===== src/shared/pdtp_consts.vh =====
// Register offsets, field positions, reset values and timing counts of the DSP tuning bank.
`ifndef PDTP_CONSTS_VH
`define PDTP_CONSTS_VH

// ==========================================================
// Register indices (printed offsets); byte address is index times four.
`define PDTP_IDX_TXCLK_PHASE 12'h042
`define PDTP_IDX_DSP_CFG1 12'h101
`define PDTP_IDX_FLT_CFG1 12'h106
`define PDTP_IDX_FLT_CFG2 12'h107
`define PDTP_IDX_DSP_CFG2 12'h10F
`define PDTP_IDX_DSP_CFG3 12'h111
`define PDTP_IDX_FBE_CTRL 12'h114
`define PDTP_IDX_GAIN_BW 12'h116
`define PDTP_IDX_BAD_MSE 12'h121
`define PDTP_IDX_TL_MSE 12'h122
`define PDTP_IDX_LU_MSE 12'h123
`define PDTP_IDX_TRAIN_TMR 12'h126
`define PDTP_IDX_DSP_CFG4 12'h129

// ==========================================================
// Reset values.
`define PDTP_RST_TXCLK_PHASE 16'h0000
`define PDTP_RST_DSP_CFG1 16'h2000
`define PDTP_RST_FLT_CFG1 16'hB0BB
`define PDTP_RST_FLT_CFG2 16'h0605
`define PDTP_RST_DSP_CFG2 16'h0300
`define PDTP_RST_DSP_CFG3 16'h6003
`define PDTP_RST_FBE_CTRL 16'h400A
`define PDTP_RST_GAIN_BW 16'h014A
`define PDTP_RST_BAD_MSE 16'h199A
`define PDTP_RST_TL_MSE 16'h1027
`define PDTP_RST_LU_MSE 16'h051C
`define PDTP_RST_TRAIN_TMR 16'h461B
`define PDTP_RST_DSP_CFG4 16'h000F

// ==========================================================
// Fields and writable masks.
`define PDTP_BIT_PHASE_EN 4
`define PDTP_BIT_FLT_DIS 7
`define PDTP_BIT_COEF_EN 10
`define PDTP_BIT_LOOP_IN 8
`define PDTP_MASK_FLT_CFG1 16'hF7FF
`define PDTP_MASK_MSE 16'h7FFF

// ==========================================================
// Timing: one phase step is 4 ns; clock period 40 ns.
`define PDTP_STEP_NS 4
`define PDTP_CLK_NS 40

`endif


===== src/core/pdtp_phase_shifter.v =====
// Transmit clock phase shifter: walks the applied phase towards the target in 4 ns steps.
`timescale 1ns/1ps
`default_nettype none
`include "pdtp_consts.vh"

module pdtp_phase_shifter #(
	parameter W = 4
) (
	input wire aclk,
	input wire aresetn,
	input wire apply,
	input wire [W-1:0] target,
	output reg [W-1:0] phase_r,
	output reg busy_r,
	output reg [2*W+1:0] shift_ns_r
);
	reg [W-1:0] goal_r;
	wire [W-1:0] new_diff = (target > phase_r) ? (target - phase_r) : (phase_r - target);

	// ==========================================================
	// Stepping.
	// The applied phase moves one unit per cycle so the clock edge never jumps more than 4 ns.
	always @(posedge aclk) begin
		if (!aresetn) begin
			phase_r <= {W{1'b0}};
			goal_r <= {W{1'b0}};
			busy_r <= 1'b0;
			shift_ns_r <= {(2*W+2){1'b0}};
		end else if (apply) begin
			goal_r <= target;
			busy_r <= (target != phase_r);
			// Four nanoseconds per unit is a shift by two, exact at any width.
			shift_ns_r <= {{W{1'b0}}, new_diff, 2'b00};
		end else if (busy_r) begin
			if (goal_r > phase_r) begin
				phase_r <= phase_r + {{(W-1){1'b0}}, 1'b1};
			end else begin
				phase_r <= phase_r - {{(W-1){1'b0}}, 1'b1};
			end
			busy_r <= ((goal_r > phase_r) ? (goal_r - phase_r) : (phase_r - goal_r))
				!= {{(W-1){1'b0}}, 1'b1};
		end
	end
endmodule // pdtp_phase_shifter

`default_nettype wire


===== src/core/pdtp_bank.v =====
// DSP tuning and transmit clock phase register bank behind an AXI4-Lite slave.
// Contract
// - Writing 1 to bit 4 applies phase shift; bit self-clears; 0 changes nothing.
// - Bits 3:0 read back present transmit clock phase offset.
// - A new phase value shifts the clock 4 ns per unit of difference.
// - Bit 7 set disables receive filter during link-up training phase.
// - Bit 10 set enables filter coefficients in steady state.
// - Two short-cable thresholds, bits 15:12 and 3:0, reset 1011.
// - Bits 7:6, reset 10, select long-cable filter coefficients.
// - Bit 8 of second config, reset 1, selects gain loop input.
// - Gain loop starts from index in bits 3:0, reset 011.
// - Gain index limited: max bits 7:4 reset 0000, min bits 3:0 1111.
// - Bad error threshold bits 14:0 triggers recovery from steady state.
// - First good error threshold bits 14:0 gates timing loop.
// - Second good error threshold bits 14:0 qualifies link-up.
// - Timer 1 bits 14:12, reset 100, paces DSP state transitions.
// - Timer 2 bits 11:6, reset 011000, paces the timing loop.
// - Timers 3 and 4, bits 5:3 and 2:0, reset 011, pace gain loop.
`timescale 1ns/1ps
`default_nettype none
`include "pdtp_consts.vh"

module pdtp_bank (
	input wire aclk,
	input wire aresetn,
	input wire [13:0] s_axi_awaddr,
	input wire s_axi_awvalid,
	output reg s_axi_awready,
	input wire [31:0] s_axi_wdata,
	input wire [3:0] s_axi_wstrb,
	input wire s_axi_wvalid,
	output reg s_axi_wready,
	output reg [1:0] s_axi_bresp,
	output reg s_axi_bvalid,
	input wire s_axi_bready,
	input wire [13:0] s_axi_araddr,
	input wire s_axi_arvalid,
	output reg s_axi_arready,
	output reg [31:0] s_axi_rdata,
	output reg [1:0] s_axi_rresp,
	output reg s_axi_rvalid,
	input wire s_axi_rready,
	output reg [3:0] txclk_phase_r,
	output reg txclk_shift_busy_r,
	output reg filter_disable_r,
	output reg coef_enable_r,
	output reg [3:0] short_thresh_set1_r,
	output reg [3:0] short_thresh_set0_r,
	output reg [1:0] long_coef_sel_r,
	output reg loop_input_sel_r,
	output reg [3:0] start_gain_index_r,
	output reg [3:0] max_gain_index_r,
	output reg [3:0] min_gain_index_r,
	output reg [14:0] bad_mse_thresh_r,
	output reg [14:0] good_mse1_thresh_r,
	output reg [14:0] good_mse2_thresh_r,
	output reg [2:0] train_timer1_r,
	output reg [5:0] train_timer2_r,
	output reg [2:0] train_timer3_r,
	output reg [2:0] train_timer4_r
);
	localparam [1:0] RESP_OKAY = 2'b00;
	localparam [1:0] RESP_DECERR = 2'b11;

	// ==========================================================
	// Register storage.
	reg [3:0] phase_target_r;
	reg [15:0] dsp_cfg1_r;
	reg [15:0] flt_cfg1_r;
	reg [15:0] flt_cfg2_r;
	reg [15:0] dsp_cfg2_r;
	reg [15:0] dsp_cfg3_r;
	reg [15:0] fbe_ctrl_r;
	reg [15:0] gain_bw_r;
	reg [15:0] bad_mse_r;
	reg [15:0] tl_mse_r;
	reg [15:0] lu_mse_r;
	reg [15:0] train_tmr_r;
	reg [15:0] dsp_cfg4_r;
	reg phase_apply_r;

	// ==========================================================
	// Write channel: address and data are latched independently, in either order.
	// Only byte lanes 0 and 1 hold register bits; the upper lanes are dropped.
	reg aw_held_r;
	reg w_held_r;
	reg [11:0] aw_idx_r;
	reg [15:0] wdata_r;
	reg [1:0] wstrb_r;
	wire wr_go = aw_held_r && w_held_r && !s_axi_bvalid;

	always @(posedge aclk) begin
		if (!aresetn) begin
			s_axi_awready <= 1'b1;
			s_axi_wready <= 1'b1;
			aw_held_r <= 1'b0;
			w_held_r <= 1'b0;
			aw_idx_r <= 12'h000;
			wdata_r <= 16'h0000;
			wstrb_r <= 2'b00;
		end else begin
			if (s_axi_awvalid && s_axi_awready) begin
				aw_held_r <= 1'b1;
				aw_idx_r <= s_axi_awaddr[13:2];
				s_axi_awready <= 1'b0;
			end else if (wr_go) begin
				aw_held_r <= 1'b0;
			end
			if (s_axi_wvalid && s_axi_wready) begin
				w_held_r <= 1'b1;
				wdata_r <= s_axi_wdata[15:0];
				wstrb_r <= s_axi_wstrb[1:0];
				s_axi_wready <= 1'b0;
			end else if (wr_go) begin
				w_held_r <= 1'b0;
			end
			if (s_axi_bvalid && s_axi_bready) begin
				s_axi_awready <= 1'b1;
				s_axi_wready <= 1'b1;
			end
		end
	end

	function [15:0] merge;
		input [15:0] old;
		input [15:0] nw;
		input [1:0] strb;
		input [15:0] mask;
		reg [15:0] m;
		begin
			m = {{8{strb[1]}}, {8{strb[0]}}} & mask;
			merge = (old & ~m) | (nw & m);
		end
	endfunction

	reg wr_hit;
	always @* begin
		case (aw_idx_r)
			`PDTP_IDX_TXCLK_PHASE, `PDTP_IDX_DSP_CFG1, `PDTP_IDX_FLT_CFG1,
			`PDTP_IDX_FLT_CFG2, `PDTP_IDX_DSP_CFG2, `PDTP_IDX_DSP_CFG3,
			`PDTP_IDX_FBE_CTRL, `PDTP_IDX_GAIN_BW, `PDTP_IDX_BAD_MSE,
			`PDTP_IDX_TL_MSE, `PDTP_IDX_LU_MSE, `PDTP_IDX_TRAIN_TMR,
			`PDTP_IDX_DSP_CFG4: wr_hit = 1'b1;
			default: wr_hit = 1'b0;
		endcase
	end

	// Reserved writable bits keep whatever software writes; read-only bits keep their pattern.
	always @(posedge aclk) begin
		if (!aresetn) begin
			phase_target_r <= 4'h0;
			phase_apply_r <= 1'b0;
			dsp_cfg1_r <= `PDTP_RST_DSP_CFG1;
			flt_cfg1_r <= `PDTP_RST_FLT_CFG1;
			flt_cfg2_r <= `PDTP_RST_FLT_CFG2;
			dsp_cfg2_r <= `PDTP_RST_DSP_CFG2;
			dsp_cfg3_r <= `PDTP_RST_DSP_CFG3;
			fbe_ctrl_r <= `PDTP_RST_FBE_CTRL;
			gain_bw_r <= `PDTP_RST_GAIN_BW;
			bad_mse_r <= `PDTP_RST_BAD_MSE;
			tl_mse_r <= `PDTP_RST_TL_MSE;
			lu_mse_r <= `PDTP_RST_LU_MSE;
			train_tmr_r <= `PDTP_RST_TRAIN_TMR;
			dsp_cfg4_r <= `PDTP_RST_DSP_CFG4;
			s_axi_bvalid <= 1'b0;
			s_axi_bresp <= RESP_OKAY;
		end else begin
			phase_apply_r <= 1'b0;
			if (wr_go) begin
				s_axi_bvalid <= 1'b1;
				s_axi_bresp <= wr_hit ? RESP_OKAY : RESP_DECERR;
				case (aw_idx_r)
					`PDTP_IDX_TXCLK_PHASE: begin
						if (wstrb_r[0]) begin
							phase_target_r <= wdata_r[3:0];
							phase_apply_r <= wdata_r[`PDTP_BIT_PHASE_EN];
						end
					end
					`PDTP_IDX_DSP_CFG1: begin
						dsp_cfg1_r <= merge(dsp_cfg1_r, wdata_r, wstrb_r, 16'hFFFF);
					end
					`PDTP_IDX_FLT_CFG1: flt_cfg1_r <= merge(flt_cfg1_r, wdata_r, wstrb_r,
						`PDTP_MASK_FLT_CFG1);
					`PDTP_IDX_FLT_CFG2: begin
						flt_cfg2_r <= merge(flt_cfg2_r, wdata_r, wstrb_r, 16'hFFFF);
					end
					`PDTP_IDX_DSP_CFG2: begin
						dsp_cfg2_r <= merge(dsp_cfg2_r, wdata_r, wstrb_r, 16'hFFFF);
					end
					`PDTP_IDX_DSP_CFG3: begin
						dsp_cfg3_r <= merge(dsp_cfg3_r, wdata_r, wstrb_r, 16'hFFFF);
					end
					`PDTP_IDX_FBE_CTRL: begin
						fbe_ctrl_r <= merge(fbe_ctrl_r, wdata_r, wstrb_r, 16'hFFFF);
					end
					`PDTP_IDX_GAIN_BW: begin
						gain_bw_r <= merge(gain_bw_r, wdata_r, wstrb_r, 16'hFFFF);
					end
					`PDTP_IDX_BAD_MSE: bad_mse_r <= merge(bad_mse_r, wdata_r, wstrb_r,
						`PDTP_MASK_MSE);
					`PDTP_IDX_TL_MSE: begin
						tl_mse_r <= merge(tl_mse_r, wdata_r, wstrb_r, `PDTP_MASK_MSE);
					end
					`PDTP_IDX_LU_MSE: begin
						lu_mse_r <= merge(lu_mse_r, wdata_r, wstrb_r, `PDTP_MASK_MSE);
					end
					`PDTP_IDX_TRAIN_TMR: begin
						train_tmr_r <= merge(train_tmr_r, wdata_r, wstrb_r, 16'hFFFF);
					end
					`PDTP_IDX_DSP_CFG4: begin
						dsp_cfg4_r <= merge(dsp_cfg4_r, wdata_r, wstrb_r, 16'hFFFF);
					end
					default: begin
					end
				endcase
			end else if (s_axi_bvalid && s_axi_bready) begin
				s_axi_bvalid <= 1'b0;
			end
		end
	end

	// ==========================================================
	// Phase shifter.
	wire [3:0] cur_phase;
	wire shift_busy;
	pdtp_phase_shifter #(
		.W(4)
	) u_shift (
		.aclk(aclk),
		.aresetn(aresetn),
		.apply(phase_apply_r),
		.target(phase_target_r),
		.phase_r(cur_phase),
		.busy_r(shift_busy),
		.shift_ns_r()
	);

	// ==========================================================
	// Read channel: one cycle from address acceptance to data.
	// The phase register returns the applied phase, so a poll sees it walk to its target.
	reg [15:0] rd_val;
	reg rd_hit;
	always @* begin
		rd_hit = 1'b1;
		case (s_axi_araddr[13:2])
			`PDTP_IDX_TXCLK_PHASE: rd_val = {12'h000, txclk_phase_r};
			`PDTP_IDX_DSP_CFG1: rd_val = dsp_cfg1_r;
			`PDTP_IDX_FLT_CFG1: rd_val = flt_cfg1_r;
			`PDTP_IDX_FLT_CFG2: rd_val = flt_cfg2_r;
			`PDTP_IDX_DSP_CFG2: rd_val = dsp_cfg2_r;
			`PDTP_IDX_DSP_CFG3: rd_val = dsp_cfg3_r;
			`PDTP_IDX_FBE_CTRL: rd_val = fbe_ctrl_r;
			`PDTP_IDX_GAIN_BW: rd_val = gain_bw_r;
			`PDTP_IDX_BAD_MSE: rd_val = bad_mse_r;
			`PDTP_IDX_TL_MSE: rd_val = tl_mse_r;
			`PDTP_IDX_LU_MSE: rd_val = lu_mse_r;
			`PDTP_IDX_TRAIN_TMR: rd_val = train_tmr_r;
			`PDTP_IDX_DSP_CFG4: rd_val = dsp_cfg4_r;
			default: begin
				rd_val = 16'h0000;
				rd_hit = 1'b0;
			end
		endcase
	end

	always @(posedge aclk) begin
		if (!aresetn) begin
			s_axi_arready <= 1'b1;
			s_axi_rvalid <= 1'b0;
			s_axi_rdata <= 32'h0000_0000;
			s_axi_rresp <= RESP_OKAY;
		end else if (s_axi_arvalid && s_axi_arready) begin
			s_axi_arready <= 1'b0;
			s_axi_rvalid <= 1'b1;
			s_axi_rdata <= {16'h0000, rd_val};
			s_axi_rresp <= rd_hit ? RESP_OKAY : RESP_DECERR;
		end else if (s_axi_rvalid && s_axi_rready) begin
			s_axi_rvalid <= 1'b0;
			s_axi_arready <= 1'b1;
		end
	end

	// ==========================================================
	// Field outputs, registered for the DSP datapath.
	// Their reset values are cut from the register reset words, so an output never
	// steps away from its reset value on the first cycle after reset.
	localparam [15:0] RST_PHASE = `PDTP_RST_TXCLK_PHASE;
	localparam [15:0] RST_DSP1 = `PDTP_RST_DSP_CFG1;
	localparam [15:0] RST_FLT1 = `PDTP_RST_FLT_CFG1;
	localparam [15:0] RST_DSP2 = `PDTP_RST_DSP_CFG2;
	localparam [15:0] RST_DSP3 = `PDTP_RST_DSP_CFG3;
	localparam [15:0] RST_DSP4 = `PDTP_RST_DSP_CFG4;
	localparam [15:0] RST_BAD = `PDTP_RST_BAD_MSE;
	localparam [15:0] RST_TL = `PDTP_RST_TL_MSE;
	localparam [15:0] RST_LU = `PDTP_RST_LU_MSE;
	localparam [15:0] RST_TMR = `PDTP_RST_TRAIN_TMR;

	always @(posedge aclk) begin
		if (!aresetn) begin
			txclk_phase_r <= RST_PHASE[3:0];
			txclk_shift_busy_r <= 1'b0;
			filter_disable_r <= RST_DSP1[`PDTP_BIT_FLT_DIS];
			coef_enable_r <= RST_FLT1[`PDTP_BIT_COEF_EN];
			short_thresh_set1_r <= RST_FLT1[15:12];
			short_thresh_set0_r <= RST_FLT1[3:0];
			long_coef_sel_r <= RST_FLT1[7:6];
			loop_input_sel_r <= RST_DSP2[`PDTP_BIT_LOOP_IN];
			start_gain_index_r <= RST_DSP3[3:0];
			max_gain_index_r <= RST_DSP4[7:4];
			min_gain_index_r <= RST_DSP4[3:0];
			bad_mse_thresh_r <= RST_BAD[14:0];
			good_mse1_thresh_r <= RST_TL[14:0];
			good_mse2_thresh_r <= RST_LU[14:0];
			train_timer1_r <= RST_TMR[14:12];
			train_timer2_r <= RST_TMR[11:6];
			train_timer3_r <= RST_TMR[5:3];
			train_timer4_r <= RST_TMR[2:0];
		end else begin
			txclk_phase_r <= cur_phase;
			txclk_shift_busy_r <= shift_busy;
			filter_disable_r <= dsp_cfg1_r[`PDTP_BIT_FLT_DIS];
			coef_enable_r <= flt_cfg1_r[`PDTP_BIT_COEF_EN];
			short_thresh_set1_r <= flt_cfg1_r[15:12];
			short_thresh_set0_r <= flt_cfg1_r[3:0];
			long_coef_sel_r <= flt_cfg1_r[7:6];
			loop_input_sel_r <= dsp_cfg2_r[`PDTP_BIT_LOOP_IN];
			start_gain_index_r <= dsp_cfg3_r[3:0];
			max_gain_index_r <= dsp_cfg4_r[7:4];
			min_gain_index_r <= dsp_cfg4_r[3:0];
			bad_mse_thresh_r <= bad_mse_r[14:0];
			good_mse1_thresh_r <= tl_mse_r[14:0];
			good_mse2_thresh_r <= lu_mse_r[14:0];
			train_timer1_r <= train_tmr_r[14:12];
			train_timer2_r <= train_tmr_r[11:6];
			train_timer3_r <= train_tmr_r[5:3];
			train_timer4_r <= train_tmr_r[2:0];
		end
	end
endmodule // pdtp_bank

`default_nettype wire


===== config.mk =====
export PLATFORM = sky130hd
export DESIGN_NAME = pdtp_bank
export DESIGN_NICKNAME = d
export VERILOG_FILES = /design/src/core/pdtp_phase_shifter.v /design/src/core/pdtp_bank.v
export VERILOG_INCLUDE_DIRS = /design/src /design/src/shared
export SDC_FILE = /design/constraint.sdc
export NUM_CORES = 1
export LEC_CHECK = 0
export CAP_MARGIN = 15
export CORE_ASPECT_RATIO = 0.9
export CORE_MARGIN = 2
export CORE_UTILIZATION = 40
export DETAILED_ROUTE_END_ITERATION = 8
export DONT_BUFFER_PORTS = 1
export HOLD_SLACK_MARGIN = 0.06
export PLACE_DENSITY = 0.57
export SLEW_MARGIN = 20
export SYNTH_ARGS = -nofsm -noshare
export SYNTH_HDL_FRONTEND = slang
export SYNTH_HIERARCHICAL = 1
export SYNTH_SLANG_ARGS = --single-unit
export TNS_END_PERCENT = 100

===== constraint.sdc =====
create_clock -name aclk -period 2.73 [get_ports aclk]
set_input_delay 0.1365 -clock aclk [delete_from_list [all_inputs] [get_ports aclk]]
set_output_delay 0.1365 -clock aclk [all_outputs]
set_load 0.01 [all_outputs]

==> qor.yml <==
startpoint_type: "flip-flop"
min_period_over_period_pct: 95.0
cts.path.max_buffers: 3
required_ps: 3160
outcome: "finished, final reports clean"
antenna_cells: 0
endpoint_kind: "flip-flop"
clockRootBuffer: "clkbuf_16"
worstSetupPathType: "flip-flop to flip-flop"
fill_cells: 3397
post_cts_buffers: 0
avgRoutedWirePerCell_um: 22.9
antenna_found_initial: 0
grt_pass1_vias: 11100
vdd_drop_max_mv: 0.451
clock_sinks: 347
power.share.sequential_pct: 46.3
final_core_util_pct: 47.2
hp-start: "s_axi_araddr[8]"
cts_htree_levels: 2
timing.rr.start: "aw_idx_r[11]$_SDFFE_PN0P_"
die_h_um: 185
fp.dieArea_um2: 38000
core_area_um2: 36100
switching_share_pct: 22.5
clkLatencyLatePin_ps: 550
pwr-share-clk_pct: 49.7
ys_warn_count: 6
final-seq-area_um2: 6950
p_switching_uw: 2540
grt_max_degree: 165
arrival_ps: 3030
initial_utilization_pct: 40.4
syn_avg_cell_area_um2: 9.04
clk_pin_slew_worst_paths_ps: 60
row_count: 66
fp.dieW_um: 205
fmax_ghz: 0.385
ioPinCount: 202
gp_congestion: 0.909
p_per_area_nw_per_um2: 664
tightestPinTransition_ps: 1020
period_minus_slack_ps: 2590
hold_viol_final: 0
whs_path_depth: 4
vias: 12100
drive_above_1_share_pct: 10.9
p_leak_uw: 0.00659
drtAntennaViolNets: 0
maxCapViolCount: 0
cts_tree: "yes"
multi_input_area_um2: 7050
critPathLaunch: "aw_idx_r[11]$_SDFFE_PN0P_"
grt_pass1_wl_mm: 72.8
critPathMaxFanout: 8
nets: 1727
pwr-share-comb_pct: 4.0
setup_viol: 0
drv_slew: 0
routed_wl_mm: 49.1
rsz0062_at_grt: "false"
fin_setup_tns_ps: 0
routed_via_density: 5.65
drt_iter0_drc: 1094
internal_power_uw: 8750
drt_first_pass_iters: 5
overflow: 0
fin_skew_ps: 18.6
r2r_cells: 7
place_hpwl_mm: 33.5
syn_to_final_growth_pct: 16.6
syn_area_um2: 14600
synthCells: 1615
port_buffers: 0
grtUsageTotal_pct: 25.6
drcViolationCount: 0
numCtsBuffers: 38
hp-class: "input pin to flip-flop"
slew_headroom_pct: 32.0
[cell usage in the layout, fill, tap and decap left out, types with 4 or more instances in the layout]
cell and n:
o31ai_1 6, nand3_1 119, a22o_1 7, buf_4 58, nor4b_2 4, nand2_1 260, dlygate4sd3_1 48, a211oi_1 8
nor2_1 93, nor3_1 7, a32oi_1 9, o32ai_1 12, and3_1 8, a22oi_1 34, and3b_1 4, a21oi_1 124
ha_1 13, dfxtp_1 347, clkbuf_16 39, o21ai_0 44, nor2b_1 12, a221oi_2 10, and2_1 60, conb_1 16
mux2i_1 120, clkbuf_8 11, a221oi_1 9, or3_1 4, clkinv_2 7, bufinv_16 6, inv_1 14, nand2b_1 44
nor4b_4 5, mux2_2 14, nand4_1 9
[critical path, cell delays in order, from the launching register on]
cell and delay (ps):
dfxtp_1 340, nor4b_2 470, nand3_1 280, nor3_4 250, buf_4 290, mux2i_1 210
nand2_1 70, dlygate4sd3_1 580
[final cells by class]
class	count	area share [%]
Multi-Input combinational cell	1130	41.4
Clock inverter	16	1.50
Sequential cell	347	40.8
Inverter	15	0.375
Tap cell	476	3.50
Timing Repair Buffer	108	5.66
Clock buffer	53	6.69
[path summary, 6_finish.rpt]
kind | to | slack, ps
min | s_axi_rdata[8]$_SDFFE_PN0P_ | 80
min reg2reg | flip-flop | 450
max reg2reg | flip-flop | 140
max | flip-flop | 140
[power by group through the flow]
stage          logic [µW]  registers (µW)  clock network [µW]
2_1_floorplan         357            5240                   0
3_5_place_dp          349            5330                   0
5_1_grt               488            5220                5940
3_3_place_gp          347            5330                   0
4_1_cts               447            5220                5720
6_report              454            5230                5620
[stage by stage]
stage          setup slack (ps)  area [µm²]  hold slack, ps  instances  total power (µW)
2_1_floorplan              75.6       14700             237       1630              5600
3_5_place_dp                120       15100             219       2027              5680
5_1_grt                    17.1       17000            92.1       2145             11700
3_3_place_gp                134       15100             216       2027              5680
6_report                    135       17000            82.3       2145             11300
4_1_cts                    93.7       17000            62.0       2145             11400
[repair_timing]
action | CTS | global route
hold buffers | 49 | 0
hold endpoints to repair | 216 | 0
endpoints found under the setup margin | 0 | 3
gates resized for setup | 0 | 3
[routing by layer]
metal | part of all wire (%) | global-route usage [%] | vias up
met4 | 3.5 | 8.95 | 0
li1 | - | - | 5648
met2 | 44 | 39.9 | 543
met1 | 44 | 35.3 | 5820
met5 | 0 | 0 | -
met3 | 8.2 | 4.82 | 99
Note: power is estimated with default switching activity, not from simulation.
